===== config.mk =====
export PLATFORM = sky130hd
export DESIGN_NAME = cfg_timer_header_bars
export DESIGN_NICKNAME = d
export VERILOG_FILES = /design/src/rtl/tenure_counter.v /design/src/rtl/cfg_timer_header_bars.v
export VERILOG_INCLUDE_DIRS = /design/src /design/src/rtl
export SDC_FILE = /design/constraint.sdc
export NUM_CORES = 1
export LEC_CHECK = 0
export BUFFER_PORTS_ARGS = -buffer_cell sky130_fd_sc_hd__buf_2
export CORE_UTILIZATION = 55
export DETAILED_ROUTE_END_ITERATION = 7
export GPL_ROUTABILITY_DRIVEN = 0
export PLACE_DENSITY_LB_ADDON = 0.12
export SLEW_MARGIN = 10
export SYNTH_ARGS = -nofsm -noshare
export SYNTH_HDL_FRONTEND = slang
export SYNTH_SLANG_ARGS = --single-unit

===== constraint.sdc =====
create_clock -name clock_i -period 2.85 [get_ports clock_i]
set_clock_uncertainty 0.15 [all_clocks]
set_input_delay 0.57 -clock clock_i [delete_from_list [all_inputs] [get_ports clock_i]]
set_output_delay 0.57 -clock clock_i [all_outputs]
set_load 0.005 [all_outputs]

===== src/rtl/cfg_hdr_defs.vh =====
`ifndef CFG_HDR_DEFS_VH
`define CFG_HDR_DEFS_VH

// configuration dword indices (byte offset / 4)
`define DW_TENURE_LINE        6'h03
`define DW_CORE_WINDOW        6'h04
`define DW_EXT_WINDOW         6'h05

// byte offsets of the registers
`define OFS_TENURE_LINE       8'h0C
`define OFS_HEADER_SELFTEST   8'h0E
`define OFS_CORE_WINDOW       8'h10
`define OFS_EXT_WINDOW        8'h14

// field positions
`define LINE_LSB              0
`define LINE_MSB              7
`define TENURE_LSB            8
`define TENURE_MSB            15
`define CORE_PTR_LSB          11
`define EXT_PTR_LSB           14

// reset and constant read values
`define RST_TENURE            8'h00
`define RST_LINE              8'h00
`define RST_CORE_PTR          21'h000000
`define RST_EXT_PTR           18'h00000
`define SELF_TEST_FIELD       8'h00
`define HEADER_LAYOUT_FIELD   8'h00
`define CORE_LOW_BITS         11'h000
`define EXT_LOW_BITS          14'h0000

// bus commands that use the line length setting
`define CMD_MEM_READ_MULTIPLE 4'hC
`define CMD_MEM_READ_LINE     4'hE
`define CMD_MEM_WRITE_INVAL   4'hF

// tenure counter limits
`define TENURE_MAX            8'hFF

`endif


===== src/rtl/tenure_counter.v =====
`timescale 1ns/100ps
`include "cfg_hdr_defs.vh"

module tenure_counter (
  // clock and reset
  input  wire       clock_i,
  input  wire       sys_rst_i,
  // initiator status
  input  wire       frame_start_i,
  input  wire       xfer_active_i,
  input  wire       gnt_n_sync_i,
  input  wire [7:0] limit_i,
  // results
  output wire [7:0] count_o,
  output wire       expired_o,
  output wire       end_xfer_o
);

  reg       run_ff;
  reg [7:0] count_ff;
  reg       expired_ff;
  wire      expire_now;

  // limit reached: zero limit expires in the frame cycle itself
  assign expire_now = (frame_start_i && (limit_i == `RST_TENURE)) ||
                      (run_ff && (count_ff >= limit_i));

  // counter runs from zero in the frame cycle, one step per clock
  always @(posedge clock_i) begin
    if (sys_rst_i) begin
      run_ff     <= 1'b0;
      count_ff   <= 8'h00;
      expired_ff <= 1'b0;
    end else if (frame_start_i) begin
      run_ff     <= 1'b1;
      count_ff   <= 8'h01;
      expired_ff <= (limit_i == `RST_TENURE);
    end else if (run_ff && !xfer_active_i) begin
      run_ff     <= 1'b0;
      count_ff   <= 8'h00;
      expired_ff <= 1'b0;
    end else if (run_ff) begin
      if (count_ff != `TENURE_MAX)
        count_ff <= count_ff + 8'h01;
      if (expire_now)
        expired_ff <= 1'b1;
    end
  end

  assign count_o    = run_ff ? count_ff : 8'h00;
  assign expired_o  = expired_ff || expire_now;
  // end the tenure only once grant has gone away
  assign end_xfer_o = expired_o && xfer_active_i && gnt_n_sync_i;

endmodule


===== src/rtl/cfg_timer_header_bars.v =====
`timescale 1ns/100ps
`include "cfg_hdr_defs.vh"

// Overview of operation
// - bits 15 to 8 of the timer register hold a writable tenure limit in clocks.
// - as initiator the tenure counter starts at zero with frame and counts each clock.
// - once the limit is reached before the transfer ends, end it when grant drops.
// - bits 7 to 0 hold a writable line length used by line and invalidate commands.
// - the self test byte, bits 15 to 8 of the header register, reads as zero.
// - the header layout byte, bits 7 to 0, reads as zero for a single function.
// - writing all ones to the core window base reads back as FFFFF800.
// - core window base bits 31 to 11 are writable and hold the base address.
// - core window base bits 10 to 4 read zero and ignore writes.
// - core window base bits 3 to 0 read zero for a plain 32-bit memory window.
// - writing all ones to the extension window base reads back as FFFFC000.
// - extension window base bits 31 to 14 are writable and hold the base address.
// - extension window base bits 13 to 4 read zero and ignore writes.
// - extension window base bits 3 to 0 read zero for a plain 32-bit memory window.
// - reset clears the timer, header and both window base registers to zero.
module cfg_timer_header_bars (
  // clock and reset
  input  wire        clock_i,
  input  wire        sys_rst_i,
  // configuration access
  input  wire        cfg_wr_i,
  input  wire        cfg_rd_i,
  input  wire [5:0]  cfg_dw_i,
  input  wire [3:0]  cfg_be_i,
  input  wire [31:0] cfg_wdata_i,
  output wire        cfg_hit_o,
  output reg  [31:0] cfg_rdata_o,
  output reg         cfg_done_o,
  // initiator side
  input  wire        frame_start_i,
  input  wire        xfer_active_i,
  input  wire [3:0]  xfer_cmd_i,
  input  wire        gnt_n_i,
  output reg  [7:0]  burst_len_o,
  output reg         line_cmd_o,
  output wire        tenure_expired_o,
  output wire        end_xfer_o,
  output reg  [7:0]  tenure_count_o,
  // target address decode
  input  wire [31:0] mem_addr_i,
  input  wire        mem_addr_valid_i,
  output reg         core_window_hit_o,
  output reg         ext_window_hit_o,
  // programmed settings
  output reg  [7:0]  tenure_limit_o,
  output reg  [7:0]  line_length_setting_o,
  output reg  [31:0] core_window_base_o,
  output reg  [31:0] ext_window_base_o
);

  // byte write helper: keep old byte unless its lane is enabled
  function [7:0] merge_byte;
    input [7:0] old_byte;
    input [7:0] new_byte;
    input       lane_en;
    begin
      merge_byte = lane_en ? new_byte : old_byte;
    end
  endfunction

  // commands that move whole cache lines
  function is_line_cmd;
    input [3:0] cmd;
    begin
      is_line_cmd = (cmd == `CMD_MEM_READ_MULTIPLE) ||
                    (cmd == `CMD_MEM_READ_LINE) ||
                    (cmd == `CMD_MEM_WRITE_INVAL);
    end
  endfunction

  // settings held by software
  reg  [7:0]  tenure_limit_ff;
  reg  [7:0]  line_length_setting_ff;
  reg  [20:0] core_window_pointer_ff;
  reg  [17:0] ext_window_pointer_ff;

  // grant pin synchroniser
  reg         gnt_n_meta_ff;
  reg         gnt_n_sync_ff;

  // access decode
  wire        hit_tenure;
  wire        hit_core;
  wire        hit_ext;
  wire        wr_tenure;
  wire        wr_core;
  wire        wr_ext;

  // next values
  reg  [7:0]  nxt_tenure_limit;
  reg  [7:0]  nxt_line_length;
  reg  [20:0] nxt_core_ptr;
  reg  [17:0] nxt_ext_ptr;
  reg  [31:0] nxt_rdata;

  // full register images as read by software
  wire [15:0] tenure_line_word;
  wire [15:0] header_selftest_word;
  wire [31:0] core_window_word;
  wire [31:0] ext_window_word;
  wire [31:0] core_merged;
  wire [31:0] ext_merged;

  // tenure counter results
  wire [7:0]  count_w;

  // dword decode of the three claimed locations
  assign hit_tenure = (cfg_dw_i == `DW_TENURE_LINE);
  assign hit_core   = (cfg_dw_i == `DW_CORE_WINDOW);
  assign hit_ext    = (cfg_dw_i == `DW_EXT_WINDOW);
  assign cfg_hit_o  = hit_tenure || hit_core || hit_ext;

  assign wr_tenure  = cfg_wr_i && hit_tenure;
  assign wr_core    = cfg_wr_i && hit_core;
  assign wr_ext     = cfg_wr_i && hit_ext;

  // register images; fixed fields are constants
  assign tenure_line_word     = {tenure_limit_ff, line_length_setting_ff};
  assign header_selftest_word = {`SELF_TEST_FIELD, `HEADER_LAYOUT_FIELD};
  assign core_window_word     = {core_window_pointer_ff, `CORE_LOW_BITS};
  assign ext_window_word      = {ext_window_pointer_ff, `EXT_LOW_BITS};

  // written dword after byte lane merge
  assign core_merged = {merge_byte(core_window_word[31:24], cfg_wdata_i[31:24], cfg_be_i[3]),
                        merge_byte(core_window_word[23:16], cfg_wdata_i[23:16], cfg_be_i[2]),
                        merge_byte(core_window_word[15:8], cfg_wdata_i[15:8], cfg_be_i[1]),
                        merge_byte(core_window_word[7:0], cfg_wdata_i[7:0], cfg_be_i[0])};
  assign ext_merged  = {merge_byte(ext_window_word[31:24], cfg_wdata_i[31:24], cfg_be_i[3]),
                        merge_byte(ext_window_word[23:16], cfg_wdata_i[23:16], cfg_be_i[2]),
                        merge_byte(ext_window_word[15:8], cfg_wdata_i[15:8], cfg_be_i[1]),
                        merge_byte(ext_window_word[7:0], cfg_wdata_i[7:0], cfg_be_i[0])};

  // next state of the writable fields
  always @* begin
    nxt_tenure_limit = tenure_limit_ff;
    nxt_line_length  = line_length_setting_ff;
    nxt_core_ptr     = core_window_pointer_ff;
    nxt_ext_ptr      = ext_window_pointer_ff;
    if (wr_tenure) begin
      nxt_line_length  = merge_byte(line_length_setting_ff, cfg_wdata_i[7:0],
                                    cfg_be_i[0]);
      nxt_tenure_limit = merge_byte(tenure_limit_ff, cfg_wdata_i[15:8],
                                    cfg_be_i[1]);
      // lanes 2 and 3 hit the read-only header byte pair: dropped
    end
    if (wr_core)
      nxt_core_ptr = core_merged[31:`CORE_PTR_LSB];
    if (wr_ext)
      nxt_ext_ptr = ext_merged[31:`EXT_PTR_LSB];
  end

  // setting registers
  always @(posedge clock_i) begin
    if (sys_rst_i) begin
      tenure_limit_ff        <= `RST_TENURE;
      line_length_setting_ff <= `RST_LINE;
      core_window_pointer_ff <= `RST_CORE_PTR;
      ext_window_pointer_ff  <= `RST_EXT_PTR;
    end else begin
      tenure_limit_ff        <= nxt_tenure_limit;
      line_length_setting_ff <= nxt_line_length;
      core_window_pointer_ff <= nxt_core_ptr;
      ext_window_pointer_ff  <= nxt_ext_ptr;
    end
  end

  // read data mux; unclaimed dwords read zero
  always @* begin
    nxt_rdata = 32'h00000000;
    case (cfg_dw_i)
      `DW_TENURE_LINE: nxt_rdata = {header_selftest_word, tenure_line_word};
      `DW_CORE_WINDOW: nxt_rdata = core_window_word;
      `DW_EXT_WINDOW:  nxt_rdata = ext_window_word;
      default:         nxt_rdata = 32'h00000000;
    endcase
  end

  // registered answer one clock after the access
  always @(posedge clock_i) begin
    if (sys_rst_i) begin
      cfg_rdata_o <= 32'h00000000;
      cfg_done_o  <= 1'b0;
    end else begin
      cfg_done_o <= cfg_rd_i || cfg_wr_i;
      if (cfg_rd_i)
        cfg_rdata_o <= nxt_rdata;
    end
  end

  // grant comes from the arbiter pin: two stages
  always @(posedge clock_i) begin
    if (sys_rst_i) begin
      gnt_n_meta_ff <= 1'b1;
      gnt_n_sync_ff <= 1'b1;
    end else begin
      gnt_n_meta_ff <= gnt_n_i;
      gnt_n_sync_ff <= gnt_n_meta_ff;
    end
  end

  // bus tenure tracking for initiated transfers
  tenure_counter u_tenure (
    .clock_i       (clock_i),
    .sys_rst_i     (sys_rst_i),
    .frame_start_i (frame_start_i),
    .xfer_active_i (xfer_active_i),
    .gnt_n_sync_i  (gnt_n_sync_ff),
    .limit_i       (tenure_limit_ff),
    .count_o       (count_w),
    .expired_o     (tenure_expired_o),
    .end_xfer_o    (end_xfer_o)
  );

  // burst length for the current initiator command
  always @(posedge clock_i) begin
    if (sys_rst_i) begin
      burst_len_o    <= 8'h00;
      line_cmd_o     <= 1'b0;
      tenure_count_o <= 8'h00;
    end else begin
      tenure_count_o <= count_w;
      line_cmd_o     <= is_line_cmd(xfer_cmd_i);
      if (is_line_cmd(xfer_cmd_i))
        burst_len_o <= line_length_setting_ff;
      else
        burst_len_o <= 8'h01;
    end
  end

  // memory window decode against the programmed bases
  always @(posedge clock_i) begin
    if (sys_rst_i) begin
      core_window_hit_o <= 1'b0;
      ext_window_hit_o  <= 1'b0;
    end else begin
      core_window_hit_o <= mem_addr_valid_i &&
                           (mem_addr_i[31:`CORE_PTR_LSB] == core_window_pointer_ff);
      ext_window_hit_o  <= mem_addr_valid_i &&
                           (mem_addr_i[31:`EXT_PTR_LSB] == ext_window_pointer_ff);
    end
  end

  // settings mirrored for the rest of the function
  always @(posedge clock_i) begin
    if (sys_rst_i) begin
      tenure_limit_o        <= `RST_TENURE;
      line_length_setting_o <= `RST_LINE;
      core_window_base_o    <= 32'h00000000;
      ext_window_base_o     <= 32'h00000000;
    end else begin
      tenure_limit_o        <= tenure_limit_ff;
      line_length_setting_o <= line_length_setting_ff;
      core_window_base_o    <= core_window_word;
      ext_window_base_o     <= ext_window_word;
    end
  end

endmodule


# Word-level counts from Yosys, hierarchy flattened
# Cells that the tools add are included.
[totals]
reg_bits = 199
in_bits = 86
elab_cells = 90
[classes]
n_addsub = 1
order_cmp = 1
eq_ne = 9
mux = 12
bitwise_logic = 2
n_reduce_logical = 37
[op_table]
columns = ["operator", "n"]
rows = [
  ["32-bit case mux with 3 select lines", 1],
  ["2-bit AND reduction", 11],
  ["21-bit equality test", 1],
  ["18-bit equality test", 1],
  ["4-bit equality test, second input constant", 3],
  ["6-bit by 3-bit equality test with 1-bit output, second input constant", 2],
  ["1-bit 2-to-1 mux", 11],
  ["1-bit logical AND", 10],
  ["3-bit nonzero test", 3],
  ["8-bit by 1-bit adder with 8-bit output, second input constant", 1],
  ["8-bit greater-or-equal comparator", 1],
  ["8-bit zero test", 1],
  ["8-bit != test, second input constant", 1],
  ["1-bit logical OR", 7],
  ["6-bit by 2-bit equality test with 1-bit output, second input constant", 1],
  ["2-bit OR reduction", 2],
  ["3-bit OR reduction", 1],
  ["1-bit NOT", 2],
  ["2-bit nonzero test", 1],
  ["1-bit zero test", 1],
]

# Longest topological paths before layout
[depth]
depth_word = 7
mapped_depth = 7
mapped_depth_nobuf = 6

# Cells and area by module
# From an unflattened synthesis, not the netlist that was laid out.
[unflattened]
hier_cells = 713
hier_area_um2 = 7126.8
[modules_own_cells]
columns = ["module", "instances", "cells_each", "area_per_inst_um2", "seq_area_each_um2"]
rows = [
  ["cfg_timer_header_bars", 1, 622, 6347.3, 3283.1],
  ["tenure_counter", 1, 91, 779.5, 200.2],
]

# Worst setup path before layout
# No wires, ideal clock.
[synth_path]
path_kind = "input-to-output"
from = "input cfg_dw_i[2]"
to = "output cfg_hit_o"
arrival_ns = 1.581
setup_slack_ns = 0.549
stages = 6
cell_sequence = "nor2b_1 -> clkbuf_1 -> and2_1 -> buf_4 -> buf_4 -> or2_2"
[synth_between]
elab_chain_len = 3
elab_cells_between_ends = 5
[synth_rtl]
columns = ["element", "line_no", "rtl"]
rows = [
  ["from (decl)", "cfg_timer_header_bars.v:27", "input wire [5:0] cfg_dw_i,"],
  ["6-bit by 2-bit equality test with 1-bit output or 6-bit by 3-bit equality test with 1-bit output (tied branches)", "-", ""],
  ["1-bit logical OR", "cfg_timer_header_bars.v:115", "assign cfg_hit_o = hit_tenure || hit_core || hit_ext;"],
  ["1-bit logical OR *", "cfg_timer_header_bars.v:115", ""],
  ["to (decl)", "cfg_timer_header_bars.v:30", "output wire cfg_hit_o,"],
]
# Every way passes the cells marked *; elsewhere a longest branch is shown, timed or not.

# Worst setup path in the final report
[layout_path]
from = "register u_tenure.count_ff[0]"
to = "output end_xfer_o"
[layout_between]
elab_chain_len = 6
[layout_rtl]
columns = ["element", "line_no", "rtl"]
rows = [
  ["from (decl)", "tenure_counter.v:20", "reg [7:0] count_ff;"],
  ["from (signal assigned)", "tenure_counter.v:44", "count_ff <= count_ff + 8'h01;"],
  ["8-bit greater-or-equal comparator", "tenure_counter.v:26", "(run_ff && (count_ff >= limit_i));"],
  ["1-bit logical AND", "tenure_counter.v:26", ""],
  ["1-bit logical OR", "tenure_counter.v:25", "assign expire_now = (frame_start_i && (limit_i == `RST_TENURE)) ||"],
  ["1-bit logical OR", "tenure_counter.v:51", "assign expired_o = expired_ff || expire_now;"],
  ["1-bit logical AND (2 in series)", "tenure_counter.v:53", "assign end_xfer_o = expired_o && xfer_active_i && gnt_n_sync_i;"],
  ["to (decl)", "cfg_timer_header_bars.v:41", "output wire end_xfer_o,"],
]
# Every way passes these cells.

==> impl_metrics.json <==
{
  "drtIter0Drc": 340,
  "max_freq_mhz": 363.2,
  "die_h_um": 114.1,
  "synth_cell_types": 50,
  "worstSetupEndpoint": "end_xfer_o",
  "area_delta_synth_final_pct": 23.16,
  "firstDrtPassIters": 5,
  "drc": 0,
  "critical_path.max_fanout": 4,
  "met1_usage_pct": 34.20,
  "die_area_um2": 13030,
  "clkLatencyLatePin_ns": 0.43,
  "r2r_end": "u_tenure.expired_ff",
  "setup_ws_ns": 0.09649,
  "finalSetupTns_ns": 0,
  "setup_viol": 0,
  "hpwlAfterDp_mm": 12.11,
  "worstSetupPathDepth": 7,
  "num_rows": 40,
  "p_leak_nw": 4.285,
  "yosysMostFrequentCell": "dfxtp_1",
  "fin_area_um2": 8517,
  "grt_max_degree": 55,
  "startpoint": "u_tenure.count_ff[0]",
  "cts.htree.levels": 4,
  "maxCapViolations": 0,
  "synth-seq-cells": 174,
  "synth_warnings": 0,
  "postRouteAntennaNets": 0,
  "ir_drop_mv": 0.3704,
  "rrSetupSlack_ns": 0.96,
  "start_kind": "flip-flop",
  "antenna_cells": 0,
  "nFillCells": 971,
  "cts_tree": "yes",
  "worstPathRequired_ns": 2.13,
  "cts_made_buffers": 17,
  "port_buffers": 184,
  "cts_sinks": 174,
  "cp.buffers_inverters": 2,
  "timing.rr.start": "u_tenure.count_ff[0]",
  "clk_pin_slew_ns": 0.06,
  "grt_pass1_wl_mm": 25.54,
  "critPathCaptureType": "output pin",
  "synth_ff_type": "dfxtp_1",
  "final_layout_size_suffix_gt1_share_pct": 30.00,
  "hold_ws_ns": 0.1740,
  "finalNonFillerCells": 1048,
  "critPathMaxStageDelay_ns": 0.37,
  "globalRouteOverflowTotal": 0,
  "post-place-cells": 1014,
  "final_max_slew_viol_count": 0,
  "min_period_ns": 2.754,
  "io_pins": 221,
  "power_mw": 5.141,
  "totalWireLength_mm": 16.71,
  "r2r_cells": 7,
  "yosysTopAreaCellShare_pct": 50.37,
  "place_ws_ns": 0.3388,
  "die_width_um": 114.1,
  "outcome": "complete, no violations",
  "synthArstFlopShare_pct": 0,
  "synth_area_um2": 6915,
  "fin_util_pct": 70.32,
  "clockBufferDepth": 2,
  "via_count": 5318,
  "seq_area_frac_synth_pct": 50.37,
  "synthTopCellsByCount": "dfxtp_1 (174), nor2_1 (79), mux2i_1 (51), nor2b_1 (49), a21oi_1 (36)",
  "gr-usage-met3_pct": 6.406,
  "core_um2": 12110,
  "antenna_found_initial": 0,
  "fin_nets": 962,
  "rsz0062_at_grt": "no",
  "worst_pin_slew_ns": 0.6135,
  "dpl_cell_area_um2": 7864,
  "critPathTopFamily": "compound AO/OA/AOI/OAI gates",
  "wl_per_cell_um": 15.95,
  "slew-limit-headroom_pct": 58.83,
  "min_path_type": "in -> reg",
  "hold_viol_final": 0,
  "syn_avg_cell_area_um2": 10.04,
  "period_share_pct": 96.61,
  "root_buffer": "clkbuf_16",
  "globalRouteMet2Util_pct": 41.82,
  "power_density_nw_per_um2": 603.6,
  "slowest_stage": "a2111o_1",
  "synth_edf_count": 0,
  "arrival_ns": 2.03,
  "path_class": "reg -> out",
  "synth_area_leaders": "dfxtp_1 (50%), mux2i_1 (7.4%), nor2b_1 (4.4%)",
  "grt_pass1_vias": 4980,
  "cts_hold_buf": 0,
  "initial_core_util_pct": 57.10,
  "synthesis.instances": 689,
  "worstPathCellList": "inv_2, ha_1, nand2b_1, a2111o_1, a21oi_2, a31oi_1, buf_2",
  "yosys.area.top_type": "dfxtp_1",
  "grt_util_all_layers_pct": 26.01,
  "routed_via_density": 5.074,
  "grt.busiest_layer": "met2"
}
area by class of cell:
| class | count | area, um2 | share of cell area (%) |
|---|---|---|---|
| Tap cell | 168 | 210.2 | 2.468 |
| Inverter | 16 | 60.06 | 0.7052 |
| Clock inverter | 11 | 163.9 | 1.924 |
| Sequential cell | 174 | 3487 | 40.94 |
| Clock buffer | 21 | 460.4 | 5.406 |
| Timing Repair Buffer | 194 | 1011 | 11.87 |
| Multi-Input combinational cell | 464 | 3124 | 36.68 |
power breakdown:
| group | internal, mW | leakage (nW) | switching (mW) |
|---|---|---|---|
| Clock | 1.51 | 0.303 | 0.926 |
| Sequential | 2.45 | 1.41 | 0.0107 |
| Combinational | 0.100 | 2.58 | 0.151 |
state kept, by name, summed over array words and instances, names as in the netlist, 18 cells and up:
name and flops:
cfg_rdata_o 32, core_window_base_o 21, core_window_pointer_ff 21, ext_window_base_o 18, ext_window_pointer_ff 18
worst min path at each step:
stage,from,endpoint,slack (ns),depth (start not counted)
final,gnt_n_i,gnt_n_meta_ff,0.17,2
after global routing,gnt_n_i,gnt_n_meta_ff,0.18,2
after CTS,gnt_n_i,gnt_n_meta_ff,0.16,2
after detailed placement,gnt_n_meta_ff,gnt_n_sync_ff,0.26,1
after global placement,gnt_n_meta_ff,gnt_n_sync_ff,0.25,1
after floorplan,gnt_n_meta_ff,gnt_n_sync_ff,0.24,1
logic make-up (layout without fill, tap and decap cells):
family,count (synthesis),count (layout),share of synthesized area (%)
AO/OA/AOI/OAI,67,67,6.369
AND/OR/NAND/NOR,252,252,20.05
other,1,25,0.05423
multiplexers,69,69,10.31
flip-flops,174,174,50.37
adder cells (fa/ha/maj),9,9,1.628
buffers and inverters,75,242,5.898
XOR/XNOR,42,42,5.319
placed cells by master, fill, tap and decap left out, types with 3 or more instances in the layout:
cell type  count
mux2i_1       51
a21oi_1       35
xnor2_1        7
nand3_1       32
buf_4         10
nand4_2        6
xor2_1        35
nand2_1        5
buf_2        183
nand4_1        7
nor4_1        11
mux2_2        18
dfxtp_2        3
conb_1        25
a21o_1         4
nor2_1        79
nand2b_1      33
a211oi_1       4
bufinv_16      4
ha_1           9
and2_1        17
nor3_1         3
clkinv_2       4
or2_2          3
clkbuf_16     17
nor2b_1       49
a32oi_1        3
dfxtp_1      171
inv_1         15
per-layer routing:
layer	part of all wire (%)	routed length (um)
met1	45	7505
met2	47	7895
met3	6.4	1068
met4	1.5	243
met5	0	0
repair_timing:
| action | in CTS | in global routing |
|---|---|---|
| gates resized for setup | 3 | 3 |
| setup buffers | 2 | 0 |
| endpoints found under the setup margin | 2 | 2 |
| pin swaps | 1 | 3 |
Power figures use the tool's default switching activity.
